[src/logic/bpc_pkg.sv]
// Purpose: constants and types for the brushless pre-driver control block
// Assumes: 20 MHz aclk, AXI4-Lite register access, 32-bit data
// Notes: timing counts are derived from the nominal durations
//
// Behaviour
// sense trip clears the source enable
// source held off for 25 us
// enable low drives selected sink-source pair
// enable high chops sources, slow decay
// enable high over 3 ms disables gates
// blank sense 1.5 us after off-time
// direction change or enable-on restarts blanking
// synchronous rectification during decay when enabled and no overvoltage
// brake low turns on all sinks
// brake beats enable and lock timer
// standby after 3 ms enable high, hall supply off
// controller keeps brake high to reach standby
// temperature or undervoltage faults disable outputs
// undervoltage lockout holds drivers off at power-up
// overvoltage suppresses synchronous rectification
// thermal shutdown disables outputs until hysteresis clears
// all-sensor speed toggles on any hall edge
// phase-a speed toggles on hall a edge
// lock when hall stops or sequence breaks
// lock must persist 127 triangle cycles
// lock timeout disables outputs and latches fault
// lock clears on dir edge, uvlo, enable-high
// six-state commutation table, invalid halls off
// timers are counters on the internal clock
package bpc_pkg;
  // =====================================================
  // timing
  localparam int CLK_HZ = 20000000;
  localparam int CLK_PERIOD_NS = 1000000000 / CLK_HZ;
  localparam int OFF_TIME_NS = 25000;
  localparam int OFF_CYCLES = OFF_TIME_NS / CLK_PERIOD_NS;
  localparam int BLANK_TIME_NS = 1500;
  localparam int BLANK_CYCLES = (BLANK_TIME_NS + CLK_PERIOD_NS - 1) / CLK_PERIOD_NS;
  localparam int EN_HIGH_TIME_MS = 3;
  localparam int EN_HIGH_CYCLES = EN_HIGH_TIME_MS * (CLK_HZ / 1000);
  localparam int LOCK_TRI_CYCLES = 127;
  localparam int LOCK_HALF_CYCLES = LOCK_TRI_CYCLES / 2 + 1;
  // =====================================================
  // registers
  localparam logic [31:0] CTRL_ADDR = 32'h0000_0000;
  localparam logic [31:0] STATUS_ADDR = 32'h0000_0004;
  localparam int CTRL_SR_EN_BIT = 0;
  localparam int CTRL_LOCK_EN_BIT = 1;
  localparam logic [1:0] CTRL_RESET = 2'h3;
  localparam logic [1:0] RESP_OKAY = 2'h0;
  localparam logic [1:0] RESP_DECERR = 2'h3;
  typedef enum logic [1:0] {SEL_CTRL, SEL_STATUS, SEL_NONE} bpc_sel_t;
  typedef enum logic [1:0] {CH_BLANK, CH_DRIVE, CH_OFF} bpc_chop_t;
endpackage

[src/logic/bpc_top.sv]
// Purpose: control logic of a three-phase brushless motor pre-driver
// Assumes: all pins synchronous to aclk; lock_timer_capacitor is the triangle oscillator as a square wave
// Notes: gate outputs are registered, two aclk after a sense trip or lock timeout, one aclk after any other cause
`timescale 1ns/1ps
`default_nettype none
module bpc_top
  import bpc_pkg::*;
#(
  parameter int EN_HIGH_LIMIT = EN_HIGH_CYCLES
) (
  input wire logic aclk,
  input wire logic aresetn,
  input wire logic [31:0] s_axi_awaddr,
  input wire logic s_axi_awvalid,
  output logic s_axi_awready,
  input wire logic [31:0] s_axi_wdata,
  input wire logic [3:0] s_axi_wstrb,
  input wire logic s_axi_wvalid,
  output logic s_axi_wready,
  output logic [1:0] s_axi_bresp,
  output logic s_axi_bvalid,
  input wire logic s_axi_bready,
  input wire logic [31:0] s_axi_araddr,
  input wire logic s_axi_arvalid,
  output logic s_axi_arready,
  output logic [31:0] s_axi_rdata,
  output logic [1:0] s_axi_rresp,
  output logic s_axi_rvalid,
  input wire logic s_axi_rready,
  input wire logic drive_enable_n,
  input wire logic direction,
  input wire logic brake_request_n,
  input wire logic hall_sensor_a,
  input wire logic hall_sensor_b,
  input wire logic hall_sensor_c,
  input wire logic sense_trip,
  input wire logic overtemp,
  input wire logic pump_undervoltage,
  input wire logic supply_undervoltage,
  input wire logic supply_overvoltage,
  input wire logic lock_timer_capacitor,
  output logic [2:0] gate_high,
  output logic [2:0] gate_low,
  output logic hall_supply_output,
  output logic speed_pulse_all_sensors,
  output logic speed_pulse_phase_a
);

  // =====================================================
  // helpers
  function automatic bpc_sel_t reg_sel(input logic [31:0] addr);
    if (addr == CTRL_ADDR) begin
      return SEL_CTRL;
    end else if (addr == STATUS_ADDR) begin
      return SEL_STATUS;
    end
    return SEL_NONE;
  endfunction

  // returns {high[2:0], low[2:0]}, bit 0 is phase a
  function automatic logic [5:0] commutate(input logic [2:0] h, input logic fwd);
    logic [5:0] g;
    g = 6'h00;
    case (h)
      3'b101: g = fwd ? 6'b001_010 : 6'b010_001;
      3'b001: g = fwd ? 6'b001_100 : 6'b100_001;
      3'b011: g = fwd ? 6'b010_100 : 6'b100_010;
      3'b010: g = fwd ? 6'b010_001 : 6'b001_010;
      3'b110: g = fwd ? 6'b100_001 : 6'b001_100;
      3'b100: g = fwd ? 6'b100_010 : 6'b010_100;
      default: g = 6'h00;
    endcase
    return g;
  endfunction

  // =====================================================
  // register bus
  logic aw_got_ff, w_got_ff, bvalid_ff, awready_ff, wready_ff;
  logic arready_ff, rvalid_ff;
  logic [31:0] awaddr_ff, wdata_ff, rdata_ff;
  logic [3:0] wstrb_ff;
  logic [1:0] bresp_ff, rresp_ff;
  logic [1:0] ctrl_ff;
  logic [7:0] status_word;

  wire aw_hs = s_axi_awvalid & awready_ff;
  wire w_hs = s_axi_wvalid & wready_ff;
  wire have_aw = aw_got_ff | aw_hs;
  wire have_w = w_got_ff | w_hs;
  wire do_write = have_aw & have_w & ~bvalid_ff;
  wire nxt_aw_got = have_aw & ~do_write;
  wire nxt_w_got = have_w & ~do_write;
  wire nxt_bvalid = do_write | (bvalid_ff & ~s_axi_bready);
  wire [31:0] wr_addr = aw_got_ff ? awaddr_ff : s_axi_awaddr;
  wire [31:0] wr_data = w_got_ff ? wdata_ff : s_axi_wdata;
  wire [3:0] wr_strb = w_got_ff ? wstrb_ff : s_axi_wstrb;
  wire bpc_sel_t wr_sel = reg_sel(wr_addr);
  wire ar_hs = s_axi_arvalid & arready_ff;
  wire nxt_rvalid = ar_hs | (rvalid_ff & ~s_axi_rready);
  wire bpc_sel_t rd_sel = reg_sel(s_axi_araddr);
  wire [31:0] rd_word = (rd_sel == SEL_CTRL) ? {30'h0, ctrl_ff} :
                        (rd_sel == SEL_STATUS) ? {24'h0, status_word} : 32'h0;

  always_ff @(posedge aclk) begin
    if (!aresetn) begin
      aw_got_ff <= 1'b0;
      w_got_ff <= 1'b0;
      bvalid_ff <= 1'b0;
      awready_ff <= 1'b0;
      wready_ff <= 1'b0;
      bresp_ff <= RESP_OKAY;
      awaddr_ff <= 32'h0;
      wdata_ff <= 32'h0;
      wstrb_ff <= 4'h0;
      ctrl_ff <= CTRL_RESET;
    end else begin
      aw_got_ff <= nxt_aw_got;
      w_got_ff <= nxt_w_got;
      bvalid_ff <= nxt_bvalid;
      awready_ff <= ~nxt_aw_got & ~nxt_bvalid;
      wready_ff <= ~nxt_w_got & ~nxt_bvalid;
      if (aw_hs) begin
        awaddr_ff <= s_axi_awaddr;
      end
      if (w_hs) begin
        wdata_ff <= s_axi_wdata;
        wstrb_ff <= s_axi_wstrb;
      end
      if (do_write) begin
        bresp_ff <= (wr_sel == SEL_NONE) ? RESP_DECERR : RESP_OKAY;
        if (wr_sel == SEL_CTRL && wr_strb[0]) begin
          ctrl_ff <= wr_data[1:0];
        end
      end
    end
  end

  always_ff @(posedge aclk) begin
    if (!aresetn) begin
      arready_ff <= 1'b0;
      rvalid_ff <= 1'b0;
      rdata_ff <= 32'h0;
      rresp_ff <= RESP_OKAY;
    end else begin
      rvalid_ff <= nxt_rvalid;
      arready_ff <= ~nxt_rvalid;
      if (ar_hs) begin
        rdata_ff <= rd_word;
        rresp_ff <= (rd_sel == SEL_NONE) ? RESP_DECERR : RESP_OKAY;
      end
    end
  end

  // =====================================================
  // input history
  logic [2:0] hall_prev_ff, hall_last_ff;
  logic dir_prev_ff, en_n_prev_ff, tri_prev_ff;
  wire [2:0] hall_now = {hall_sensor_c, hall_sensor_b, hall_sensor_a};
  wire hall_valid = (hall_now != 3'b000) && (hall_now != 3'b111);
  wire hall_edge = hall_now != hall_prev_ff;
  wire dir_edge = direction != dir_prev_ff;
  wire enable_on = en_n_prev_ff & ~drive_enable_n;
  wire tri_tick = lock_timer_capacitor & ~tri_prev_ff;
  wire braking = ~brake_request_n;
  wire sr_allowed = ctrl_ff[CTRL_SR_EN_BIT] & ~supply_overvoltage;
  wire fault_hw = overtemp | pump_undervoltage | supply_undervoltage;
  // a proper step moves to a new valid state that is not the one just left
  wire proper_step = hall_edge & hall_valid & (hall_now != hall_last_ff);

  always_ff @(posedge aclk) begin
    if (!aresetn) begin
      hall_prev_ff <= 3'h0;
      hall_last_ff <= 3'h0;
      dir_prev_ff <= 1'b0;
      en_n_prev_ff <= 1'b1;
      tri_prev_ff <= 1'b0;
    end else begin
      hall_prev_ff <= hall_now;
      dir_prev_ff <= direction;
      en_n_prev_ff <= drive_enable_n;
      tri_prev_ff <= lock_timer_capacitor;
      if (hall_edge && hall_valid) begin
        hall_last_ff <= hall_prev_ff;
      end
    end
  end

  // =====================================================
  // speed outputs
  logic fg_all_ff, fg_a_ff;
  always_ff @(posedge aclk) begin
    if (!aresetn) begin
      fg_all_ff <= 1'b0;
      fg_a_ff <= 1'b0;
    end else begin
      fg_all_ff <= fg_all_ff ^ hall_edge;
      fg_a_ff <= fg_a_ff ^ (hall_now[0] != hall_prev_ff[0]);
    end
  end

  // =====================================================
  // fixed off-time and blanking
  bpc_chop_t chop_ff, nxt_chop;
  logic [8:0] chop_cnt_ff, nxt_chop_cnt;

  always_comb begin
    nxt_chop = chop_ff;
    nxt_chop_cnt = chop_cnt_ff + 9'h1;
    case (chop_ff)
      CH_DRIVE: begin
        nxt_chop_cnt = 9'h0;
        if (sense_trip) begin
          nxt_chop = CH_OFF;
        end
      end
      CH_OFF: begin
        if (chop_cnt_ff == 9'(OFF_CYCLES - 1)) begin
          nxt_chop = CH_BLANK;
          nxt_chop_cnt = 9'h0;
        end
      end
      CH_BLANK: begin
        if (chop_cnt_ff == 9'(BLANK_CYCLES - 1)) begin
          nxt_chop = CH_DRIVE;
          nxt_chop_cnt = 9'h0;
        end
      end
      default: begin
        nxt_chop = CH_BLANK;
        nxt_chop_cnt = 9'h0;
      end
    endcase
    if (dir_edge || enable_on) begin
      nxt_chop = CH_BLANK;
      nxt_chop_cnt = 9'h0;
    end
  end

  always_ff @(posedge aclk) begin
    if (!aresetn) begin
      chop_ff <= CH_BLANK;
      chop_cnt_ff <= 9'h0;
    end else begin
      chop_ff <= nxt_chop;
      chop_cnt_ff <= nxt_chop_cnt;
    end
  end

  // =====================================================
  // enable-high timer and standby
  logic [16:0] en_cnt_ff;
  logic standby_ff;
  wire en_expired = en_cnt_ff >= 17'(EN_HIGH_LIMIT);
  always_ff @(posedge aclk) begin
    if (!aresetn) begin
      en_cnt_ff <= 17'h0;
      standby_ff <= 1'b0;
    end else begin
      if (!drive_enable_n) begin
        en_cnt_ff <= 17'h0;
      end else if (!en_expired) begin
        en_cnt_ff <= en_cnt_ff + 17'h1;
      end
      standby_ff <= en_expired & ~braking;
    end
  end

  // =====================================================
  // lock detect
  logic [6:0] lock_cnt_ff, half_cnt_ff;
  logic lock_ff;
  wire lock_run = ctrl_ff[CTRL_LOCK_EN_BIT] & ~braking & ~lock_ff;
  wire lock_hit = lock_run & tri_tick & (lock_cnt_ff == 7'(LOCK_TRI_CYCLES - 1));
  wire half_hit = half_cnt_ff >= 7'(LOCK_HALF_CYCLES);
  wire lock_clear = dir_edge | supply_undervoltage | half_hit;

  always_ff @(posedge aclk) begin
    if (!aresetn) begin
      lock_cnt_ff <= 7'h0;
      half_cnt_ff <= 7'h0;
      lock_ff <= 1'b0;
    end else begin
      if (!drive_enable_n) begin
        half_cnt_ff <= 7'h0;
      end else if (tri_tick && !half_hit) begin
        half_cnt_ff <= half_cnt_ff + 7'h1;
      end
      if (proper_step || lock_clear || !lock_run) begin
        lock_cnt_ff <= 7'h0;
      end else if (tri_tick) begin
        lock_cnt_ff <= lock_cnt_ff + 7'h1;
      end
      // a new timeout wins over a clear in the same cycle
      if (lock_hit) begin
        lock_ff <= 1'b1;
      end else if (lock_clear) begin
        lock_ff <= 1'b0;
      end
    end
  end

  // =====================================================
  // gate outputs
  wire [5:0] comm = commutate(hall_now, direction);
  wire gates_off = fault_hw | lock_ff | en_expired;
  wire decay = drive_enable_n | (chop_ff == CH_OFF);
  logic [2:0] nxt_high, nxt_low;

  always_comb begin
    nxt_high = comm[5:3];
    nxt_low = comm[2:0];
    if (decay) begin
      nxt_high = 3'h0;
      if (sr_allowed) begin
        nxt_low = comm[2:0] | comm[5:3];
      end
    end
    if (braking) begin
      nxt_high = 3'h0;
      nxt_low = 3'h7;
    end
    if (fault_hw || (gates_off && !braking)) begin
      nxt_high = 3'h0;
      nxt_low = 3'h0;
    end
  end

  logic [2:0] gate_high_ff, gate_low_ff;
  logic hall_supply_ff;
  always_ff @(posedge aclk) begin
    if (!aresetn) begin
      gate_high_ff <= 3'h0;
      gate_low_ff <= 3'h0;
      hall_supply_ff <= 1'b0;
    end else begin
      gate_high_ff <= nxt_high;
      gate_low_ff <= nxt_low;
      hall_supply_ff <= ~standby_ff;
    end
  end

  assign status_word = {standby_ff, lock_ff, supply_overvoltage, supply_undervoltage,
                        pump_undervoltage, overtemp, braking, decay};
  assign gate_high = gate_high_ff;
  assign gate_low = gate_low_ff;
  assign hall_supply_output = hall_supply_ff;
  assign speed_pulse_all_sensors = fg_all_ff;
  assign speed_pulse_phase_a = fg_a_ff;
  assign s_axi_awready = awready_ff;
  assign s_axi_wready = wready_ff;
  assign s_axi_bvalid = bvalid_ff;
  assign s_axi_bresp = bresp_ff;
  assign s_axi_arready = arready_ff;
  assign s_axi_rvalid = rvalid_ff;
  assign s_axi_rdata = rdata_ff;
  assign s_axi_rresp = rresp_ff;

  // =====================================================
  // checks
  chk_trip_starts_off: assert property (@(posedge aclk) disable iff (!aresetn)
    (chop_ff == CH_DRIVE && sense_trip && !dir_edge && !enable_on) |=> chop_ff == CH_OFF)
    else $error("trip did not start off-time");
  chk_off_time_len: assert property (@(posedge aclk) disable iff (!aresetn)
    (chop_ff == CH_OFF && chop_cnt_ff == 9'h0 && !drive_enable_n)
      ##1 (!dir_edge && !enable_on) [*8] |-> chop_ff == CH_OFF)
    else $error("off-time ended too early");
  chk_blank_ignores_trip: assert property (@(posedge aclk) disable iff (!aresetn)
    (chop_ff == CH_BLANK && sense_trip) |=> chop_ff != CH_OFF)
    else $error("trip taken during blanking");
  chk_dir_restart_blank: assert property (@(posedge aclk) disable iff (!aresetn)
    dir_edge |=> chop_ff == CH_BLANK && chop_cnt_ff == 9'h0)
    else $error("blanking not restarted");
  chk_brake_sinks_on: assert property (@(posedge aclk) disable iff (!aresetn)
    (braking && !fault_hw) |=> gate_low == 3'h7 && gate_high == 3'h0)
    else $error("brake did not turn on sinks");
  chk_fault_gates_off: assert property (@(posedge aclk) disable iff (!aresetn)
    fault_hw |=> gate_low == 3'h0 && gate_high == 3'h0)
    else $error("fault left gates on");
  chk_ov_no_rectify: assert property (@(posedge aclk) disable iff (!aresetn)
    (supply_overvoltage && drive_enable_n && !braking) |=> gate_low == $past(comm[2:0]) || gate_low == 3'h0)
    else $error("rectification during overvoltage");
  chk_fg_all_toggle: assert property (@(posedge aclk) disable iff (!aresetn)
    hall_edge |=> speed_pulse_all_sensors != $past(speed_pulse_all_sensors))
    else $error("speed output missed hall edge");
  chk_lock_gates_off: assert property (@(posedge aclk) disable iff (!aresetn)
    (lock_hit && !braking) |=> lock_ff ##1 (gate_high == 3'h0 || lock_clear))
    else $error("lock did not disable outputs");
  chk_standby_supply: assert property (@(posedge aclk) disable iff (!aresetn)
    standby_ff |=> !hall_supply_output)
    else $error("hall supply left on in standby");

endmodule
`default_nettype wire

[config.mk]
export PLATFORM = sky130hd
export DESIGN_NAME = bpc_top
export DESIGN_NICKNAME = d
export VERILOG_FILES = /design/src/logic/bpc_pkg.sv /design/src/logic/bpc_top.sv
export SDC_FILE = /design/constraint.sdc
export NUM_CORES = 1
export LEC_CHECK = 0
export BUFFER_PORTS_ARGS = -buffer_cell sky130_fd_sc_hd__buf_2
export CORE_MARGIN = 10
export CORE_UTILIZATION = 37
export CTS_CLUSTER_DIAMETER = 30
export CTS_CLUSTER_SIZE = 8
export DETAILED_ROUTE_END_ITERATION = 8
export GPL_ROUTABILITY_DRIVEN = 0
export SKIP_CTS_REPAIR_TIMING = 1
export SYNTH_ARGS = -nofsm -noshare
export SYNTH_HDL_FRONTEND = slang
export SYNTH_SLANG_ARGS = --single-unit
[constraint.sdc]
create_clock -name aclk -period 3.2 [get_ports aclk]
set_input_delay 0.16 -clock aclk [delete_from_list [all_inputs] [get_ports aclk]]
set_output_delay 0.16 -clock aclk [all_outputs]
set_load 0.05 [all_outputs]
# --- Yosys cells after proc, flatten, opt, wreduce, memory -nomap -nowiden ---
# Cells that the tools add are included.
# Widths: inputs -> output; s select.
classes:
  eq_ne: 24
  reduce_logical: 25
  shifts: 0
  n_div: 0
  n_mul: 0
  n_mux: 36
  bitwise: 50
  add_sub_neg: 4
  n_lt_le_gt_ge: 2
op_table:
  columns: ["cell", "n"]
  rows:
  - ["$eq 32x3->1 const B", 2]
  - ["$logic_not 32->1", 2]
  - ["$pmux 6 s6", 1]
  - ["$mux 32", 1]
  - ["$mux 2", 12]
  - ["$mux 6", 4]
  - ["$and 1x1->1", 21]
  - ["$mux 9", 2]
  - ["$pmux 9 s2", 1]
  - ["$add 17x1->17 const B", 1]
  - ["$ge 17x16->1 const B", 1]
  - ["$mux 8", 2]
  - ["$not 1->1", 15]
  - ["$add 7x1->7 const B", 2]
  - ["$or 1x1->1", 11]
  - ["$mux 5", 2]
  - ["$add 9x1->9 const B", 1]
  - ["$eq 3x3->1 const B", 3]
  - ["$eq 9x5->1 const B", 1]
  - ["$eq 9x9->1 const B", 1]
  - ["$mux 3", 3]
  - ["$eq 7x7->1 const B", 1]
  - ["$ge 7x7->1 const B", 1]
  - ["$mux 1", 7]
  - ["other kinds (21)", 43]
word_totals:
  ff_bits: 142
  n_memories: 0
  romBits: 0
  ram_bits: 0
  inputBits: 119
  latchBits: 0

# --- Longest topological paths before layout ---
# Gate-level depths: netlist (run 1).
logic_depth:
  ltp_word: 8
  depth_mapped: 8

# --- Worst setup path before layout (run 1) ---
# Ideal clock, no wire load.
synth_path:
  path_type: "register to register"
  from: "register en_cnt_ff[0]"
  to: "register en_cnt_ff[10]"
  t_required_ps: 3084
  path_stages_with_launch: 8
  setup_time_ps: 116
  synth_period_minus_slack_ps: 2135
  setup_slack_ps: 1065
  arrival_ps: 2019
  path_cell_list: "dfxtp_1 inv_1 ha_1 or4b_2 nor4_1 a221o_2 a21oi_1 a41o_1"
synth_between:
  elab_chain_cells: 1
  word_cells_on_any_way: 2
synth_rtl:
  columns: ["element", "line", "source"]
  rows:
  - ["start, declared", "bpc_top.sv:251", "logic [16:0] en_cnt_ff;"]
  - ["start signal, assigned", "bpc_top.sv:262", "en_cnt_ff <= en_cnt_ff + 17'h1;"]
  - ["$add 17x1->17 / $ge 17x16->1 (equally long branches)", "bpc_top.sv:262, bpc_top.sv:253", null]
# Several ways; a longest one is shown, not always the timed one.
# A chain may end at the register's enable or synchronous reset.

# --- Worst setup path in the final report (run 1) ---
layout_path:
  from: "register en_cnt_ff[0]"
  to: "register en_cnt_ff[4]"
# The elaborated chain is that of the path after synthesis.

==> qor.yml, run 1 <==
arrival_ns: 2.71
finalSetupViolations: 0
syn_area_um2: 5340
synth_xor_area_frac: 0.0640
die-area_um2: 19600
fin_ws_ns: 0.843
critPathMaxStageDelay_ns: 0.58
drt_wl_total_mm: 13.5
grt_pass1_wl_mm: 22.5
end_kind: "register"
path_clk_slew_ns: 0.05
synth-simple-area-share: 0.259
ant_nets: 0
drive_above_1_share: 0.214
hold_viol_final: 0
yosys_warnings: 0
worstPathRequired_ns: 3.55
final_nets: 849
synth_compound_area_frac: 0.137
row_count: 43
pre_cts_slack_ns: 0.865
cts-root-buf: "clkbuf_16"
synth_top_area_frac: 0.435
critPathSlowestCell: "or4b_2"
syn_inst: 619
tightest_slew_ns: 1.04
relSlewSlack: 0.302
synth_area_per_cell_um2: 8.63
placed_cell_area_um2: 5930
coreArea_um2: 14000
area_growth_pct: 21.5
reg2reg_depth: 8
peakVddDrop_mv: 0.296
drc: 0
period_needed_ns: 2.36
setup-tns-final_ns: 0
vias_per_cell: 4.95
grt_usage: 0.138
rsz0062_at_grt: "false"
status: "finished, final reports clean"
cts.sinks: 116
die_h_um: 140
synth_edf_count: 0
start_util: 0.382
h-tree-depth: 4
yosysSeqAreaShare: 0.435
yosys-top-cells-area: "dfxtp_1 43%, nand2_1 6.7%, a21boi_0 5.1%, buf_4 3.7%, nor2_1 3.6%"
grt_overflow: 0
path_cells: "inv_1 -> ha_1 -> or4b_2 -> nor4_1 -> a221o_2 -> a21oi_1 -> a31oi_1 -> a41o_1"
max_freq_mhz: 424
path_class: "register to register"
die_w_um: 140
grt_pass1_vias: 4591
cp-start-kind: "register"
ios: 169
via_count: 4525
num-fill-cells: 1379
drt-pass1-iter-count: 5
asyncSetResetFlopFracSynth: 0
antenna_found_initial: 1
min_path_type: "input pin to register"
synth_cell_types: 56
insertion_delay_ns: 0.41
synth-adder-area-share: 0.0187
multi_input_area_um2: 2760
seqCellArea_um2: 2320
period_share: 0.737
wl_per_cell_um: 14.7
power_density_nw_per_um2: 560
min_path_cells: 3
drtIter0Drc: 294
io_buffers: 111
synth_top_family_by_area: "simple AND/OR/NAND/NOR gates"
maxCapViolations: 0
crit_fanout: 8
clock_skew_ns: 0.00779
hpwl_mm: 10.2
ys_top_cells_by_count: "116 x dfxtp_1, 96 x nand2_1, 51 x nor2_1"
numCtsBuffers: 17
cts_tree: "done"
power_leakage_uw: 0.00260
synth.most_common_cell: "dfxtp_1"
synthFlopType: "dfxtp_1"
fin_area_um2: 6490
synth.area.mux_share: 0.0211
grt_max_degree: 73
clockBufferDepth: 2
final-max-slew-violation-count: 0
yosysTopAreaCell: "dfxtp_1"
ys_seq_elements: 116
p_total_uw: 3640
layout by cell type, fill, tap and decap left out, drive strengths merged, types with 4 or more instances in the layout:
master    n
nand3    12
xor2     20
and3      7
nand4    14
nor2     51
nor2b    20
mux2i     9
nor3     16
clkinv    4
ha        8
nor3b     6
dfxtp   116
clkbuf   27
a22oi     8
and2     12
nand2    96
xnor2    19
buf     115
conb     24
nand2b    8
a21boi   36
o21ai     6
inv      11
a21oi    18
nor4     22
power breakdown:
part           total (uW)  internal [uW]  switching, uW
sequential           1530           1490           32.9
combinational         385            126            258
clock                1720           1100            622
total                3640           2720            913
stage by stage:
step	hold WS (ns)	utilization	instances
2_1_floorplan	0.261	-	642
3_3_place_gp	0.373	0.424	882
3_5_place_dp	0.378	0.424	882
4_1_cts	-0.0594	0.463	913
5_1_grt	0.00823	0.464	914
6_report	0.00930	0.464	915
sequential cells by signal (all words and copies together), names as in the netlist, 3 cells and up:
name / cells
awaddr_ff: 32
en_cnt_ff: 17
chop_cnt_ff: 9
s_axi_rdata: 8
half_cnt_ff: 7
lock_cnt_ff: 7
gate_high: 3
gate_low: 3
hall_last_ff: 3
hall_prev_ff: 3
kinds of logic after synthesis:
| group | Yosys count |
|---|---|
| AO/OA/AOI/OAI | 99 |
| adder cells (fa/ha/maj) | 8 |
| AND/OR/NAND/NOR | 279 |
| multiplexers | 11 |
| buffers and inverters | 66 |
| XOR/XNOR | 39 |
| flip-flops | 116 |
| other | 1 |
layout make-up:
| type | count | area share |
|---|---|---|
| multi-input cells | 460 | 0.425 |
| flip-flops and latches | 116 | 0.358 |
| repair buffers | 116 | 0.0918 |
| clock buffers | 27 | 0.0806 |
| well taps | 180 | 0.0347 |
| inverters | 11 | 0.00636 |
| clock inverters | 4 | 0.00309 |
| diodes | 1 | 0.000386 |
critical path, delay by kind of cell, from the launching register on:
family | cells | cell delay [ns]
AND/OR/NAND/NOR | 2 | 0.86
flip-flops | 1 | 0.34
AO/OA/AOI/OAI | 4 | 0.90
buffers and inverters | 1 | 0.07
adder cells (fa/ha/maj) | 1 | 0.14
layer usage:
layer	vias up	GRT usage	part of all wire
li1	2294	-	-
met1	2097	0.153	0.43
met2	112	0.235	0.50
met3	20	0.0504	0.056
met4	2	0.0571	0.016
met5	-	0	0.00097
final timing paths:
check / start / to / slack (ns)
setup / recovery: en_cnt_ff[0] / en_cnt_ff[4] / 0.84
hold / removal: s_axi_awaddr[18] / awaddr_ff[18] / 0.009
setup reg to reg: en_cnt_ff[0] / en_cnt_ff[4] / 0.84
hold reg to reg: standby_ff / hall_supply_output / 0.43
(Power assumes the default switching activity.)
==> inputs of run 2 (changes only) <==
--- a/config.mk
+++ b/config.mk
@@ -5,6 +5,7 @@
 export SDC_FILE = /design/constraint.sdc
 export NUM_CORES = 1
 export LEC_CHECK = 0
+export ABC_AREA = 1
 export BUFFER_PORTS_ARGS = -buffer_cell sky130_fd_sc_hd__buf_2
 export CORE_MARGIN = 10
 export CORE_UTILIZATION = 37
==> constraint.sdc (replaced) <==
create_clock -name aclk -period 2.17 [get_ports aclk]
set_input_delay 0.1085 -clock aclk [delete_from_list [all_inputs] [get_ports aclk]]
set_output_delay 0.1085 -clock aclk [all_outputs]
set_load 0.05 [all_outputs]
==> run 2 against run 1 <==
Effect of this change: the run now ends with hold timing left; count of clock-buffer cells in the layout decreased by 6; wire length increased by 2.7%; combinational power increased by 81%; via count increased by 14%; cell area increased by 6.7%; cell count increased by 23%; largest cell class unchanged; highest routed layer is now met4.
==> qor.yml, run 2 <==
finalSetupViolations: 0
synth_edf_count: 0
h-tree-depth: 4
final_cell_mix: "184 x nor2_1, 146 x nand2_1, 116 x dfxtp_1"
power_density_nw_per_um2: 807
vias_per_cell: 4.60
rsz0062_at_grt: "false"
via_count: 5151
synth_top_area_frac: 0.415
grt_max_degree: 51
die-area_um2: 20400
ys_seq_elements: 116
diodes: 0
maxCapViolations: 0
grt_overflow: 0
cts.sinks: 116
arrival_ns: 1.88
num-fill-cells: 1523
syn_inst: 797
yosysSeqAreaShare: 0.415
status: "finished, violations left"
power_leakage_uw: 0.00305
drc: 0
synthFlopType: "dfxtp_1"
largest_register: "awaddr_ff"
area_growth_pct: 23.8
crit_fanout: 8
path_clk_slew_ns: 0.05
yosysTopAreaCell: "dfxtp_1"
grt_usage: 0.136
end_kind: "register"
synth.most_common_cell: "nor2_1"
drive_above_1_share: 0.181
period_needed_ns: 1.60
numCtsBuffers: 17
hpwl_mm: 10.5
drt_wl_total_mm: 13.8
final_common_cell: "nor2_1"
setup-tns-final_ns: 0
clockBufferDepth: 2
violations: "hold timing"
ant_nets: 0
antenna_found_initial: 0
io_buffers: 111
top_regs: "awaddr_ff x32, en_cnt_ff x17, chop_cnt_ff x9"
placed_cell_area_um2: 6200
tightest_slew_ns: 0.958
synth_cell_types: 44
die_h_um: 143
final-max-slew-violation-count: 0
wl_per_cell_um: 12.3
max_freq_mhz: 624
ios: 169
largest_reg_flops: 32
insertion_delay_ns: 0.41
path_class: "register to register"
hold_slack_ns: -0.0314
relSlewSlack: 0.360
synth_area_per_cell_um2: 7.01
grt_pass1_vias: 4967
yosys-top-cells-area: "dfxtp_1 42%, nor2_1 12%, nand2_1 9.8%, o21ai_0 5.5%, inv_1 4.5%"
drt-pass1-iter-count: 4
period_share: 0.739
yosys_warnings: 0
fin_area_um2: 6920
final_nets: 1051
min_path_type: "input pin to register"
drtIter0Drc: 242
ys_top_cells_by_count: "184 x nor2_1, 146 x nand2_1, 116 x dfxtp_1"
coreArea_um2: 14600
cts-root-buf: "clkbuf_16"
start_util: 0.382
hold_viol_final: 17
cp-start-kind: "register"
syn_area_um2: 5590
asyncSetResetFlopFracSynth: 0
clock_skew_ns: 0.00766
worstPathRequired_ns: 2.45
peakVddDrop_mv: 0.456
grt_pass1_wl_mm: 22.7
cts_tree: "done"
die_w_um: 143
row_count: 44
==> run 2: layout make-up <==
type / instances / area, um^2 / area share
clock buffer: 21 / 480 / 0.0694
sequential: 116 / 2320 / 0.336
tap: 184 / 230 / 0.0333
inverter: 70 / 263 / 0.0380
multi-input combinational: 588 / 2800 / 0.404
timing repair buffer: 131 / 746 / 0.108
clock inverter: 11 / 82.6 / 0.0119
==> run 2: worst max-delay path, stage by stage, from the launching register on <==
cell and delay, ns:
dfxtp_1 0.49, inv_1 0.22, nor2_1 0.13, nand3b_1 0.08
nand2_1 0.06, nand2_1 0.07, nor2_2 0.17, nand3_1 0.11
nand2_1 0.08, nand3_1 0.06
==> run 2: final timing paths <==
| check | depth (start not counted) | slack, ns | start | end |
|---|---|---|---|---|
| max | 9 | 0.57 | aw_got_ff | ctrl_ff[0] |
| min | 3 | -0.03 | s_axi_awaddr[4] | awaddr_ff[4] |
| max reg2reg | 9 | 0.57 | aw_got_ff | ctrl_ff[0] |
| min reg2reg | 2 | 0.46 | en_cnt_ff[15] | en_cnt_ff[15] |
==> run 2: kinds of logic (layout without fill, tap and decap cells) <==
logic type / Yosys count / in the layout / synth area share
multiplexers: 1 / 1 / 0.00179
AO/OA/AOI/OAI: 110 / 110 / 0.106
flip-flops: 116 / 116 / 0.415
other: 1 / 24 / 0.000671
adder cells (fa/ha/maj): 8 / 8 / 0.0179
buffers and inverters: 116 / 233 / 0.0998
XOR/XNOR: 20 / 20 / 0.0313
AND/OR/NAND/NOR: 425 / 425 / 0.327
==> run 2: through the flow <==
stage	worst slack (ns)	cells	power (uW)	hold slack (ns)	util
after global routing	0.324	1121	5830	0.00148	0.473
after global placement	0.578	1073	3000	0.318	0.423
after CTS	0.535	1105	5630	-0.114	0.462
after detailed placement	0.549	1073	3010	0.320	0.423
after floorplan	0.531	820	2840	0.202	-
final	0.567	1121	5580	-0.0314	0.473
==> run 2: power by group <==
group / internal [uW] / leakage, uW / switching (uW)
logic: 218 / 0.00181 / 477
registers: 2230 / 0.000947 / 57.7
clock network: 1670 / 0.000288 / 928
total: 4120 / 0.00305 / 1460
==> run 2: layer usage <==
metal	share of wire	vias up	global-route usage
li1	-	2748	-
met1	0.45	2280	0.162
met2	0.46	109	0.219
met3	0.072	14	0.0484
met4	0.012	0	0.0548
met5	0	-	0
==> inputs of run 3 (changes only) <==
==> constraint.sdc (replaced) <==
create_clock -name aclk -period 1.3 [get_ports aclk]
set_input_delay 0.065 -clock aclk [delete_from_list [all_inputs] [get_ports aclk]]
set_output_delay 0.065 -clock aclk [all_outputs]
set_load 0.05 [all_outputs]
==> run 3 against run 2 <==
Effect of this change: the flow finishes with violations (hold timing, setup timing); utilization increased by 8.4 points; clock power increased by 63%; register-to-register slack got worse by 0.61 ns; sequential power increased by 66%; cell count increased by 8.3%; first-iteration DRC count decreased by 11%.
==> qor.yml, run 3 (synthesized netlist as in run 2, its figures left out) <==
status: "finished, violations left"
violations: "hold timing, setup timing"
ios: 169
drive_above_1_share: 0.322
min_path_cells: 3
r2r-start: "en_cnt_ff[11]"
min_path_type: "input pin to register"
largest_reg_flops: 32
drt-pass1-iter-count: 5
clockBufferDepth: 2
antenna_found_initial: 1
pre_cts_slack_ns: -0.0699
drt_wl_total_mm: 15.4
final-max-slew-violation-count: 0
critPathMaxStageDelay_ns: 0.36
tightest_slew_ns: 0.533
finalSetupViolations: 4
power_leakage_uw: 0.00366
path_clk_slew_ns: 0.05
drtIter0Drc: 216
drc: 0
final_nets: 1144
die_h_um: 143
io_buffers: 111
hpwl_mm: 11.0
reg2reg_slack_ns: -0.04
period_needed_ns: 1.34
numCtsBuffers: 17
h-tree-depth: 4
hold_viol_final: 6
p_total_uw: 9420
timing.rr.end: "en_cnt_ff[9]"
via_count: 5668
power_density_nw_per_um2: 1160
final_cell_mix: "172 x nor2_1, 125 x nand2_1, 111 x buf_2"
rsz0062_at_grt: "true"
fin_ws_ns: -0.0395
worstPathRequired_ns: 1.64
crit_buf_inv: 2
insertion_delay_ns: 0.41
vias_per_cell: 4.67
cts-root-buf: "clkbuf_16"
critPathSlowestCell: "dfxtp_4"
top_regs: "awaddr_ff x32, en_cnt_ff x17, chop_cnt_ff x9"
arrival_ns: 1.68
final_common_cell: "nor2_1"
path_cells: "inv_2 -> nor3_2 -> nand3_2 -> nand2_4 -> buf_6 -> nor2_1 -> nand2_1 -> nand2_1 -> nor2_1"
coreArea_um2: 14600
end_kind: "register"
crit_family: "simple AND/OR/NAND/NOR gates"
relSlewSlack: 0.645
area_growth_pct: 45.8
peakVddDrop_mv: 0.987
max_freq_mhz: 747
row_count: 44
grt_usage: 0.141
grt_pass1_vias: 5163
largest_register: "awaddr_ff"
hold_end: "awaddr_ff[27]"
die_w_um: 143
crit_fanout: 8
hold_slack_ns: -0.0465
grt_overflow: 0
period_share: 1.03
wl_per_cell_um: 12.7
die-area_um2: 20400
maxCapViolations: 0
hp-start: "s_axi_awaddr[27]"
cp-start-kind: "register"
reg2reg_depth: 9
clock_skew_ns: 0.00571
grt_pass1_wl_mm: 23.4
cts.sinks: 116
cts_tree: "done"
start_util: 0.382
path_class: "register to register"
grt_max_degree: 49
ant_nets: 0
run 3: changes by cell type in the layout (fill, tap and decap cells not counted), sizes merged:
| cell | before | now |
|---|---|---|
| nand3 | 47 | 48 |
| buf | 115 | 180 |
| clkbuf | 21 | 28 |
| clkinv | 10 | 5 |
| diode | 0 | 1 |
| dlygate4sd3 | 16 | 42 |
| bufinv | 1 | 0 |
| clkinvlp | 1 | 0 |
run 3: power breakdown:
part	internal, uW	switching (uW)	total [uW]
Sequential	3720	95.7	3810
Combinational	506	870	1380
Clock	2710	1520	4230
run 3: per-stage QoR:
stage	cell area, um^2	hold WS, ns	TNS, ns	cells	utilization
floorplan	5700	0.158	-0.0392	820	-
global placement	6680	0.274	-0.245	1131	0.456
detailed placement	6680	0.281	-0.507	1131	0.456
CTS	7220	-0.155	-1.24	1162	0.493
global route	8150	0.00149	-1.35	1214	0.556
finish	8150	-0.0465	-0.0512	1214	0.556
run 3: worst max-delay path by stage:
| stage | from | endpoint | slack (ns) | cells after the start |
|---|---|---|---|---|
| floorplan | s_axi_wready | ctrl_ff[1] | -0.02 | 9 |
| CTS | en_cnt_ff[9] | en_cnt_ff[9] | -0.1 | 9 |
| global route | en_cnt_ff[1] | en_cnt_ff[11] | -0.11 | 9 |
| detailed placement | en_cnt_ff[7] | en_cnt_ff[11] | -0.07 | 9 |
| global placement | en_cnt_ff[5] | en_cnt_ff[8] | -0.06 | 6 |
| finish | en_cnt_ff[11] | en_cnt_ff[9] | -0.04 | 9 |
run 3: final cells by class:
| cell class | count | area [um^2] |
|---|---|---|
| tap | 184 | 230 |
| clock inverter | 4 | 20.0 |
| clock buffer | 27 | 523 |
| antenna | 1 | 2.50 |
| multi-input combinational | 589 | 3160 |
| timing repair buffer | 223 | 1570 |
| inverter | 70 | 270 |
| fill | 1375 | 6490 |
| sequential | 116 | 2380 |
run 3: worst min-delay path, stage by stage:
cell and delay (ns):
buf_2 0.08, o21ai_0 0.09, nor2_1 0.09
run 3: layer usage:
metal	track usage	part of all wire	vias to the layer above
met5	0	0	-
met4	0.0510	0.018	0
met3	0.0547	0.070	19
met2	0.227	0.48	134
met1	0.167	0.44	2565
li1	-	-	2950
